==> src/prw_pkg.sv <==
// Shared constants and types for the paged ROM window decoder.
// Assumes a 22-bit byte address bus and 16-bit words.
package prw_pkg;

  // ---------------------------------------------------------------
  // Bus geometry
  // ---------------------------------------------------------------
  localparam int BUS_AW = 22;
  localparam int SEG_W = 10;
  localparam int ARR_AW = 18;
  localparam int PAGE_W = 7;
  localparam int OFF_W = 11;
  localparam int LOW_W = 12;
  localparam int SEG_LSB = 12;
  localparam int IO_LSB = 13;
  localparam int WIN_BIT = 11;

  // ---------------------------------------------------------------
  // Address-width modes and I/O page detection
  // ---------------------------------------------------------------
  localparam logic [1:0] AMODE_22 = 2'h0;
  localparam logic [1:0] AMODE_18 = 2'h1;
  localparam logic [1:0] AMODE_16 = 2'h2;
  localparam logic [21:0] KEEP_22 = 22'h3fffff;
  localparam logic [21:0] KEEP_18 = 22'h03ffff;
  localparam logic [21:0] KEEP_16 = 22'h00ffff;
  localparam logic [8:0] IOMASK_22 = 9'h1ff;
  localparam logic [8:0] IOMASK_18 = 9'h01f;
  localparam logic [8:0] IOMASK_16 = 9'h007;
  localparam logic [11:0] CTL_WORD_BASE = 12'hf00;

  // ---------------------------------------------------------------
  // Control register layout
  // ---------------------------------------------------------------
  localparam int CTL_W = 16;
  localparam logic [15:0] CTL_RESET = 16'h0000;
  localparam int CTL_PAGE0_LSB = 0;
  localparam int CTL_PAGE1_LSB = 8;
  localparam int CTL_OPEN_BIT = 15;

  // ---------------------------------------------------------------
  // Array decoder patterns
  // ---------------------------------------------------------------
  localparam logic [1:0] PAT_2K_HALF = 2'h0;
  localparam logic [1:0] PAT_2K_FULL = 2'h1;
  localparam logic [1:0] PAT_4K_FULL = 2'h2;
  localparam logic [1:0] PAT_8K_FULL = 2'h3;
  localparam logic [17:0] CAP_2K_HALF = 18'h04000;
  localparam logic [17:0] CAP_2K_FULL = 18'h08000;
  localparam logic [17:0] CAP_4K_FULL = 18'h10000;
  localparam logic [17:0] CAP_8K_FULL = 18'h20000;
  localparam int SET_SH_2K = 12;
  localparam int SET_SH_4K = 13;
  localparam int SET_SH_8K = 14;
  localparam int NUM_SETS = 8;

  typedef enum logic [1:0] {
    ST_IDLE = 2'h0,
    ST_LOOK = 2'h1,
    ST_ANSWER = 2'h3
  } prw_state_type;

  typedef struct packed {
    prw_state_type state;
    logic [17:0] mem_addr;
    logic [7:0] set;
    logic write;
    logic [1:0] lanes;
    logic [15:0] wdata;
    logic [15:0] rdata;
    logic ctl_hit;
  } prw_main_state_type;

  typedef struct packed {
    logic [15:0] value;
  } prw_ctl_state_type;

endpackage : prw_pkg

==> src/prw_page_reg.sv <==
// Page window control register with word and byte writes.
// Assumes the caller qualifies the write strobe with the bus decode.
`timescale 1ns/1ps
module prw_page_reg
  import prw_pkg::*;
(
  input wire logic ref_clk_in,
  input wire logic reset_in,
  input wire logic ce_in,
  input wire logic bus_init_in,
  input wire logic wr_in,
  input wire logic [1:0] lanes_in,
  input wire logic [prw_pkg::CTL_W-1:0] wdata_in,
  output logic [prw_pkg::CTL_W-1:0] value_out
);
  import prw_pkg::*;

  prw_ctl_state_type r;
  prw_ctl_state_type r_nxt;

  always_comb begin
    r_nxt = r;
    if (bus_init_in) begin
      r_nxt.value = CTL_RESET;
    end else if (wr_in) begin
      if (lanes_in[0]) begin
        r_nxt.value[7:0] = wdata_in[7:0];
      end
      if (lanes_in[1]) begin
        r_nxt.value[15:8] = wdata_in[15:8];
      end
    end
  end

  always_ff @(posedge ref_clk_in) begin
    if (reset_in) begin
      r.value <= CTL_RESET;
    end else if (ce_in) begin
      r <= r_nxt;
    end
  end

  assign value_out = r.value;

  chk_ctl_init_clear: assert property (
    @(posedge ref_clk_in) disable iff (reset_in)
    (ce_in && bus_init_in) |=> (value_out == CTL_RESET))
    else $error("control register not cleared by restart");

endmodule : prw_page_reg

==> src/prw_array_decoder.sv <==
// Array decoder: range check and chip-set select per pattern.
// Assumes all devices share one size, as the standard decoder needs.
`timescale 1ns/1ps
module prw_array_decoder
  import prw_pkg::*;
(
  input wire logic [1:0] pattern_in,
  input wire logic [prw_pkg::ARR_AW-1:0] addr_in,
  output logic in_range_out,
  output logic [prw_pkg::NUM_SETS-1:0] set_out
);
  import prw_pkg::*;

  logic [ARR_AW-1:0] cap;
  logic [ARR_AW-1:0] set_idx;

  always_comb begin
    case (pattern_in)
      PAT_2K_HALF: begin
        cap = CAP_2K_HALF;
        set_idx = addr_in >> SET_SH_2K;
      end
      PAT_2K_FULL: begin
        cap = CAP_2K_FULL;
        set_idx = addr_in >> SET_SH_2K;
      end
      PAT_4K_FULL: begin
        cap = CAP_4K_FULL;
        set_idx = addr_in >> SET_SH_4K;
      end
      default: begin
        cap = CAP_8K_FULL;
        set_idx = addr_in >> SET_SH_8K;
      end
    endcase
  end

  assign in_range_out = addr_in < cap;

  // One low/high byte device pair per set
  for (genvar g = 0; g < NUM_SETS; g++) begin : g_set
    assign set_out[g] = in_range_out && (set_idx == ARR_AW'(g));
  end

endmodule : prw_array_decoder

==> src/prw_window_decoder.sv <==
// Contract
// Addressing mode comes only from a static configuration input.
// Direct mode maps array one-to-one onto a range of its capacity.
// Direct range limits come from start address and decoder pattern.
// Start address lies on 4 KB boundaries, zero to octal 17770000.
// Main array never answers inside the I/O page.
// In direct mode only bootstrap areas may answer in the I/O page.
// Paged mode claims a 4 KB segment plus one control register.
// Control register sits at one of sixteen I/O page locations.
// Segment splits into two 2 KB windows, each showing a chosen page.
// Low byte pages window 0, high byte window 1; rewrite remaps.
// Bits 7 and 15 are not page bits; bit 15 is the enable.
// Bit 15 set opens both windows onto their selected pages.
// Bit 15 clear closes windows; no reply, master times out.
// Power-up and bus restart clear the whole control register.
// Master loads page and enable before using a window.
// Array is eight chip sets, each a low and a high byte device.
// Standard patterns: 2K half, 2K, 4K or 8K fully populated.
// An option allows or inhibits reply to write cycles.
// Decoder works for 22-bit, 18-bit and 16-bit buses.
// Bus address bits 0 to 11 pass straight to array bits 0 to 11; paged mode passes only bits 0 to 10.
// Out-of-range high address bits withhold the reply.
// Offset bit 11 picks window; array address is page times 2048 plus offset.
// Control register takes word and byte writes and reads back.
//
// Top: decodes a bus request, drives the array, answers with reply.
// Assumes request inputs hold steady from req_in until reply_out.
`timescale 1ns/1ps
module prw_window_decoder
  import prw_pkg::*;
#(
  parameter int BUS_AW_P = 22
) (
  input wire logic ref_clk_in,
  input wire logic reset_in,
  input wire logic ce_in,
  input wire logic bus_init_in,
  input wire logic cfg_paged_in,
  input wire logic [prw_pkg::SEG_W-1:0] cfg_start_in,
  input wire logic [1:0] cfg_pattern_in,
  input wire logic [3:0] cfg_ctl_sel_in,
  input wire logic cfg_write_ok_in,
  input wire logic [1:0] cfg_addr_mode_in,
  input wire logic req_in,
  input wire logic [prw_pkg::BUS_AW-1:0] req_addr_in,
  input wire logic req_write_in,
  input wire logic req_byte_in,
  input wire logic [15:0] req_wdata_in,
  output logic reply_out,
  output logic [15:0] rdata_out,
  output logic [prw_pkg::ARR_AW-1:0] mem_addr_out,
  output logic [prw_pkg::NUM_SETS-1:0] mem_set_out,
  output logic mem_strobe_out,
  output logic mem_write_out,
  output logic [1:0] mem_lanes_out,
  output logic [15:0] mem_wdata_out,
  input wire logic [15:0] mem_rdata_in
);
  import prw_pkg::*;

  // ---------------------------------------------------------------
  // Elaboration check
  // ---------------------------------------------------------------
  if (BUS_AW_P != BUS_AW) begin : g_bad_width
    $error("prw_window_decoder serves a 22-bit bus only");
  end

  prw_main_state_type r;
  prw_main_state_type r_nxt;

  logic [CTL_W-1:0] ctl_value;
  logic [BUS_AW-1:0] keep;
  logic [8:0] io_mask;
  logic [BUS_AW-1:0] eff;
  logic io_page;
  logic [SEG_W-1:0] norm;
  logic below;
  logic seg_hit;
  logic [PAGE_W-1:0] page;
  logic [ARR_AW-1:0] direct_addr;
  logic [ARR_AW-1:0] paged_addr;
  logic [ARR_AW-1:0] arr_addr;
  logic in_range;
  logic [NUM_SETS-1:0] set_sel;
  logic array_hit;
  logic ctl_hit;
  logic write_ok;
  logic take;
  logic ctl_wr;
  logic [1:0] lanes;

  // ---------------------------------------------------------------
  // Address qualification
  // ---------------------------------------------------------------
  always_comb begin
    case (cfg_addr_mode_in)
      AMODE_18: begin
        keep = KEEP_18;
        io_mask = IOMASK_18;
      end
      AMODE_16: begin
        keep = KEEP_16;
        io_mask = IOMASK_16;
      end
      default: begin
        keep = KEEP_22;
        io_mask = IOMASK_22;
      end
    endcase
  end

  // Short buses may leave high lines set, so mask them off
  assign eff = req_addr_in & keep;
  assign io_page = &(eff[BUS_AW-1:IO_LSB] | ~io_mask);

  // Start address only as 4 KB units, so alignment is built in
  assign norm = eff[BUS_AW-1:SEG_LSB] - cfg_start_in;
  assign below = eff[BUS_AW-1:SEG_LSB] < cfg_start_in;
  assign direct_addr = {norm[ARR_AW-SEG_LSB-1:0], eff[LOW_W-1:0]};

  assign seg_hit = eff[BUS_AW-1:SEG_LSB] == cfg_start_in;
  assign page = eff[WIN_BIT] ? ctl_value[CTL_PAGE1_LSB +: PAGE_W]
                             : ctl_value[CTL_PAGE0_LSB +: PAGE_W];
  assign paged_addr = {page, eff[OFF_W-1:0]};

  // Mode is a strap only; no register bit reaches this select
  assign arr_addr = cfg_paged_in ? paged_addr : direct_addr;

  prw_array_decoder u_decoder (
    .pattern_in(cfg_pattern_in),
    .addr_in(arr_addr),
    .in_range_out(in_range),
    .set_out(set_sel)
  );

  // High normalised bits set means beyond any array, 18..21 included
  always_comb begin
    if (io_page) begin
      array_hit = 1'b0;
    end else if (cfg_paged_in) begin
      array_hit = seg_hit && ctl_value[CTL_OPEN_BIT] && in_range;
    end else begin
      array_hit = !below && (norm[SEG_W-1:ARR_AW-SEG_LSB] == '0) && in_range;
    end
  end

  assign ctl_hit = cfg_paged_in && io_page &&
                   (eff[IO_LSB-1:1] == (CTL_WORD_BASE + {8'h00, cfg_ctl_sel_in}));
  assign write_ok = !req_write_in || cfg_write_ok_in;
  assign take = ce_in && req_in && (r.state == ST_IDLE) &&
                (ctl_hit || (array_hit && write_ok));
  assign lanes = !req_byte_in ? 2'h3 : (eff[0] ? 2'h2 : 2'h1);
  assign ctl_wr = take && ctl_hit && req_write_in;

  // ---------------------------------------------------------------
  // Control register
  // ---------------------------------------------------------------
  prw_page_reg u_ctl (
    .ref_clk_in(ref_clk_in),
    .reset_in(reset_in),
    .ce_in(ce_in),
    .bus_init_in(bus_init_in),
    .wr_in(ctl_wr),
    .lanes_in(lanes),
    .wdata_in(req_wdata_in),
    .value_out(ctl_value)
  );

  // ---------------------------------------------------------------
  // Cycle sequencer
  // ---------------------------------------------------------------
  always_comb begin
    r_nxt = r;
    case (r.state)
      ST_IDLE: begin
        if (take) begin
          r_nxt.state = ST_LOOK;
          r_nxt.mem_addr = arr_addr;
          r_nxt.set = ctl_hit ? '0 : set_sel;
          r_nxt.write = req_write_in;
          r_nxt.lanes = lanes;
          r_nxt.wdata = req_wdata_in;
          r_nxt.ctl_hit = ctl_hit;
        end
      end
      ST_LOOK: begin
        r_nxt.state = ST_ANSWER;
        if (!r.write) begin
          r_nxt.rdata = r.ctl_hit ? ctl_value : mem_rdata_in;
        end
      end
      ST_ANSWER: begin
        r_nxt.state = ST_IDLE;
      end
      default: begin
        r_nxt.state = ST_IDLE;
      end
    endcase
  end

  always_ff @(posedge ref_clk_in) begin
    if (reset_in) begin
      r <= '0;
    end else if (ce_in) begin
      r <= r_nxt;
    end
  end

  // A refused request never leaves idle, so no reply is ever formed
  assign reply_out = (r.state == ST_ANSWER);
  assign rdata_out = r.rdata;
  assign mem_addr_out = r.mem_addr;
  assign mem_set_out = r.set;
  assign mem_strobe_out = (r.state == ST_LOOK) && !r.ctl_hit;
  assign mem_write_out = r.write && (r.state == ST_LOOK) && !r.ctl_hit;
  assign mem_lanes_out = r.lanes;
  assign mem_wdata_out = r.wdata;

  // ---------------------------------------------------------------
  // Checks
  // ---------------------------------------------------------------
  chk_take_reply_two: assert property (
    @(posedge ref_clk_in) disable iff (reset_in || !ce_in)
    take |=> (r.state == ST_LOOK) ##1 reply_out ##1 !reply_out)
    else $error("reply not two cycles after accepted request");

  chk_closed_no_reply: assert property (
    @(posedge ref_clk_in) disable iff (reset_in || !ce_in)
    (r.state == ST_IDLE && req_in && cfg_paged_in && !ctl_value[CTL_OPEN_BIT] && !ctl_hit)
      |=> ((r.state == ST_IDLE) && !reply_out) ##1 !reply_out)
    else $error("closed window produced a reply");

  chk_io_page_quiet: assert property (
    @(posedge ref_clk_in) disable iff (reset_in || !ce_in)
    (r.state == ST_IDLE && req_in && io_page) |=> !mem_strobe_out ##1 !mem_strobe_out)
    else $error("array accessed inside the I/O page");

  chk_write_inhibit: assert property (
    @(posedge ref_clk_in) disable iff (reset_in || !ce_in)
    (r.state == ST_IDLE && req_in && req_write_in && !cfg_write_ok_in && !ctl_hit)
      |=> (r.state == ST_IDLE))
    else $error("write accepted while writes inhibited");

  // Paged mode takes array bit 11 from the page, so only bits 10..0 pass there
  chk_low_bits_pass: assert property (
    @(posedge ref_clk_in) disable iff (reset_in || !ce_in)
    take |=> (mem_addr_out[OFF_W-1:0] == $past(req_addr_in[OFF_W-1:0])) &&
      ($past(cfg_paged_in) || (mem_addr_out[WIN_BIT] == $past(req_addr_in[WIN_BIT]))))
    else $error("low address bits altered");

  chk_window_page: assert property (
    @(posedge ref_clk_in) disable iff (reset_in || !ce_in)
    (take && cfg_paged_in && !ctl_hit) |=>
      (mem_addr_out[ARR_AW-1:OFF_W] == ($past(req_addr_in[WIN_BIT])
        ? $past(ctl_value[CTL_PAGE1_LSB +: PAGE_W])
        : $past(ctl_value[CTL_PAGE0_LSB +: PAGE_W]))))
    else $error("window mapped to wrong page");

  chk_direct_range: assert property (
    @(posedge ref_clk_in) disable iff (reset_in || !ce_in)
    (take && !cfg_paged_in && cfg_addr_mode_in == AMODE_22) |->
      (req_addr_in >= {cfg_start_in, 12'h000}))
    else $error("direct access taken below start address");

  chk_ctl_readback: assert property (
    @(posedge ref_clk_in) disable iff (reset_in || !ce_in)
    (take && ctl_hit && !req_write_in) |=> ##1 (rdata_out == $past(ctl_value, 2)))
    else $error("control register read returned wrong value");

  chk_open_window_reply: assert property (
    @(posedge ref_clk_in) disable iff (reset_in || !ce_in)
    (r.state == ST_IDLE && req_in && cfg_paged_in && !req_write_in && seg_hit &&
      !io_page && ctl_value[CTL_OPEN_BIT] && in_range) |-> ##2 reply_out)
    else $error("open window read got no reply");

  chk_set_onehot: assert property (
    @(posedge ref_clk_in) disable iff (reset_in || !ce_in)
    mem_strobe_out |-> $onehot(mem_set_out))
    else $error("array strobe without exactly one chip set");

  chk_direct_offset: assert property (
    @(posedge ref_clk_in) disable iff (reset_in || !ce_in)
    (take && !cfg_paged_in) |=>
      (BUS_AW'(mem_addr_out) == $past(eff - {cfg_start_in, LOW_W'(0)})))
    else $error("direct address not offset from start");

  chk_byte_keeps_other: assert property (
    @(posedge ref_clk_in) disable iff (reset_in || !ce_in)
    (ctl_wr && !bus_init_in && req_byte_in) |=> ($past(eff[0])
      ? (ctl_value[CTL_PAGE1_LSB-1:0] == $past(ctl_value[CTL_PAGE1_LSB-1:0]))
      : (ctl_value[CTL_W-1:CTL_PAGE1_LSB] == $past(ctl_value[CTL_W-1:CTL_PAGE1_LSB]))))
    else $error("byte write disturbed the other window byte");

  chk_ctl_no_strobe: assert property (
    @(posedge ref_clk_in) disable iff (reset_in || !ce_in)
    (take && ctl_hit) |=> (!mem_strobe_out && !mem_write_out))
    else $error("control register access reached the array");

  // Stalled enable must hold every bit, the register included
  chk_ce_freeze: assert property (
    @(posedge ref_clk_in) disable iff (reset_in)
    !ce_in |=> (r == $past(r)) && (ctl_value == $past(ctl_value)))
    else $error("state moved while clock enable low");

endmodule : prw_window_decoder

==> config.mk <==
export PLATFORM = sky130hd
export DESIGN_NAME = prw_window_decoder
export DESIGN_NICKNAME = d
export VERILOG_FILES = /design/src/prw_pkg.sv /design/src/prw_page_reg.sv /design/src/prw_array_decoder.sv /design/src/prw_window_decoder.sv
export SDC_FILE = /design/constraint.sdc
export NUM_CORES = 1
export LEC_CHECK = 0
export ABC_AREA = 1
export BUFFER_PORTS_ARGS = -buffer_cell sky130_fd_sc_hd__buf_4
export CORE_ASPECT_RATIO = 0.9
export CORE_UTILIZATION = 54
export DETAILED_ROUTE_END_ITERATION = 8
export HOLD_SLACK_MARGIN = 0.1
export PLACE_DENSITY = 0.85
export SYNTH_ARGS = -nofsm -noshare
export SYNTH_HDL_FRONTEND = slang
export SYNTH_HIERARCHICAL = 1
export SYNTH_SLANG_ARGS = --single-unit
==> constraint.sdc <==
create_clock -name ref_clk_in -period 3.4 [get_ports ref_clk_in]
set_input_delay 0.17 -clock ref_clk_in [delete_from_list [all_inputs] [get_ports ref_clk_in]]
set_output_delay 0.17 -clock ref_clk_in [all_outputs]
set_load 0.02 [all_outputs]
==> impl.org <==
** Run status
- Outcome :: completed

** Critical path
- Slack of the worst reg-to-reg path :: 0.99 ns
- Kind of critical path :: primary input to register
- Critical path arrival :: around 3.3 ns
- Cell repeated most along the worst path :: nand2_1
- Critical Path Max Stage Delay :: approximately 0.35 ns
- For this design, the slowest cell found on the critical path is nand2_4.
- Worst reg2reg endpoint :: mem_addr_out[17]
- Crit. End Element :: register
- CP startpoint kind :: primary input
- STA puts the critical path data required time at approximately 3.7 ns.
- Critical register-to-register path startpoint :: u_ctl/value_out[6]
- Maximum fanout along the worst path :: 36
- Length in cells of the worst reg-to-reg path :: 16

** Pwr
- The share of total power dissipated in sequential elements is 0.469.
- Worst-case vdd ir drop :: around 0.31 mV
- Summing internal, switching and leakage power gives a little over 2 mW.
- The share of total power dissipated in combinational logic is 0.214.
- Switching power of the nets :: about 640 uW
- Of the total power, the clock network draws 0.318.
- Switching share of total power :: 0.309
- In this run the power density over the cells is 334 nW/um^2.
- Internal portion of total power :: approximately 1.4 mW
- For this design the static power due to leakage is roughly 3.3 nW.

** Logic synthesis
- Counting every net in the synthesized netlist gives ~940.
- Number of warning messages in the yosys log :: 6
- In this run the mean area of a mapped cell was around 6.3 um^2.
- Synthesized cell area :: around 5300 um^2
- Synthesis produced a netlist whose cell count is approximately 850.

** CTS
- The clock passes through at most 2 buffers.
- Resized Gates After CTS :: 0
- Clock-pin slew of the registers on the worst-case setup and hold paths :: approximately 0.090 ns
- Counting the buffers created by CTS gives 9.
- The clock tree synthesis step divided the H-tree into 3 levels.
- Clock sinks :: 80
- TritonCTS built the clock tree.
- CTS placed an instance of clkbuf_8 at the clock tree root.
- For the worst-skew pair, the clock arrives at the later sink with an insertion delay of 0.36 ns.

** Die
- Standard cell core area :: 9610 um^2
- The die is between 90 and 100 um tall.
- Die footprint :: between 10000 and 15000 um^2
- The floorplan has 34 rows.
- Top-Level Pins :: around 140
- Measured along the x axis, the die boundary spans 107 um.
- For this configuration, the core starts out at a cell density of 0.554.

** Cells and area
- Relative to the synthesized area, the layout overhead comes to 15.9%.
- Number of inserted diodes :: 0
- # fillers :: about 930
- The net count of the finished layout is 1016.
- In the final layout, the share of cells above drive strength 1 is 0.214.
- Measured on the finished design, the core utilization comes to 0.642.
- The finished layout holds 1051 standard cells, fillers aside.
- Area of the multi-input gates :: roughly 2600 um^2
- Design area :: 6170 um^2
- Leaving out fill and tap cells, the most frequent cell in the layout is nand2_1.
- Top library cells by usage in the layout, fill and taps aside :: nand2_1 (196), buf_4 (151), nor2_1 (148), inv_1 (125), dfxtp_1 (80)
- FF+latch area :: 1600 um^2

** Timing
- After routing, the total negative slack on setup checks comes to 0 ns.
- For the finished layout, the period the worst path requires is 3.08 ns.
- The final hold violation count is 0.
- Measured against its own limit, the worst slew margin works out to 0.219.
- Setup repair after global routing left no endpoint under its margin.
- Fmax :: between 300 and 400 MHz
- Setup violations remaining at the end of the flow were counted as 0.
- The max-slew violation total from the final report came to 0.
- Once routing completed, OpenROAD measured the worst setup slack at 0.321 ns.
- Hold timing on the final database bottoms out at a slack of about 0.11 ns.
- Least-Margin Pin Slew :: 1.17 ns
- In the finished design, the share of the clock period the worst path needs comes to 0.905.
- Worst clock skew on the final layout :: between 0.01 and 0.015 ns

** GRT
- Number of global-route vias before repair :: approximately 4300
- GRT Resource Usage Total :: 0.249
- The first global-routing pass estimated roughly 20000 um of wire.
- Global routing finished with a remaining overflow of 0.
- Entering global routing, the biggest net connects 74 pins.
- Initial antenna violation count :: 0

** Route
- DR vias :: ~5100
- First DRT Iteration DRCs :: about 300
- Final ANT Viol Nets :: 0
- Dividing the detail-routed wire length by the instance count gives about 12 um.
- In the routed layout, each cell is associated on average with a via count of around 4.9.
- Before antenna repair, the detailed router went through 5 iterations.
- After detailed routing, the total wire length is between 10000 and 15000 um.
- For this run, design rule violations remaining after detail routing come to 0.

** Run
- Max-cap viol count :: 0

** Placed design
- Placer Congestion :: 0.927
- Instance area at placement :: 5970 um^2
- Worst slack at placement :: -0.0608 ns
- The HPWL after detailed placement is 9780 um.
- Port Buffer Count :: between 100 and 150
- Placed insts :: roughly 1000

** Hold path
- Along the worst hold path, the cell count comes to 5.
- In this run the most critical hold path is launched from req_wdata_in[8].
- End of the worst hold path :: mem_wdata_out[8]
- Hold Crit Class :: primary input to register
[layer usage]
layer  track usage  vias up  part of all wire
met1         0.338     2263              0.47
met3        0.0562       20             0.073
met5             0        -                 0
met2         0.399      176              0.44
met4        0.0628        0             0.016
li1              -     2687                 -
[state kept, by name, indices dropped and copies added, names as in the netlist]
name             count
mem_addr_out        18
mem_wdata_out       16
rdata_out           16
u_ctl/value_out     16
mem_set_out          8
r                    4
mem_lanes_out        2
[worst max-delay path, delay by kind of cell]
kind | cells | cell delay (ns)
AOI/OAI and AO/OA | 3 | 0.43
adders and majority gates | 3 | 0.80
buffers and inverters | 6 | 0.32
and+or+nand+nor | 15 | 1.59
[power groups by stage]
stage / combinational (mW) / sequential [mW] / clock [mW]
after floorplan: 0.288 / 0.980 / 0
after global placement: 0.428 / 0.987 / 0
after detailed placement: 0.435 / 0.987 / 0
after CTS: 0.437 / 0.965 / 0.667
after global routing: 0.497 / 0.967 / 0.709
final: 0.440 / 0.966 / 0.655
[layout make-up]
type	instances	area share
clock inverter	5	0.00669
sequential	80	0.260
clock buffer	11	0.0229
timing repair buffer	152	0.185
tap	126	0.0255
inverter	131	0.0799
multi-input combinational	546	0.420
[worst max path at each step]
stage                                    from                to  cells past startpoint
after floorplan           cfg_addr_mode_in[0]  mem_addr_out[11]                     27
after global placement    cfg_addr_mode_in[0]  mem_addr_out[16]                     27
after detailed placement  cfg_addr_mode_in[0]  mem_wdata_out[9]                     27
after CTS                 cfg_addr_mode_in[0]  mem_wdata_out[9]                     27
after global routing      cfg_addr_mode_in[0]  mem_addr_out[17]                     27
final                     cfg_addr_mode_in[0]  mem_addr_out[17]                     27
[timing repair]
item	4_1_cts	5_1_grt
hold buffers	1	0
setup endpoints to repair	0	8
setup buffers	0	0
endpoints found under the hold margin	9	0
Power figures use the tool's default switching activity.
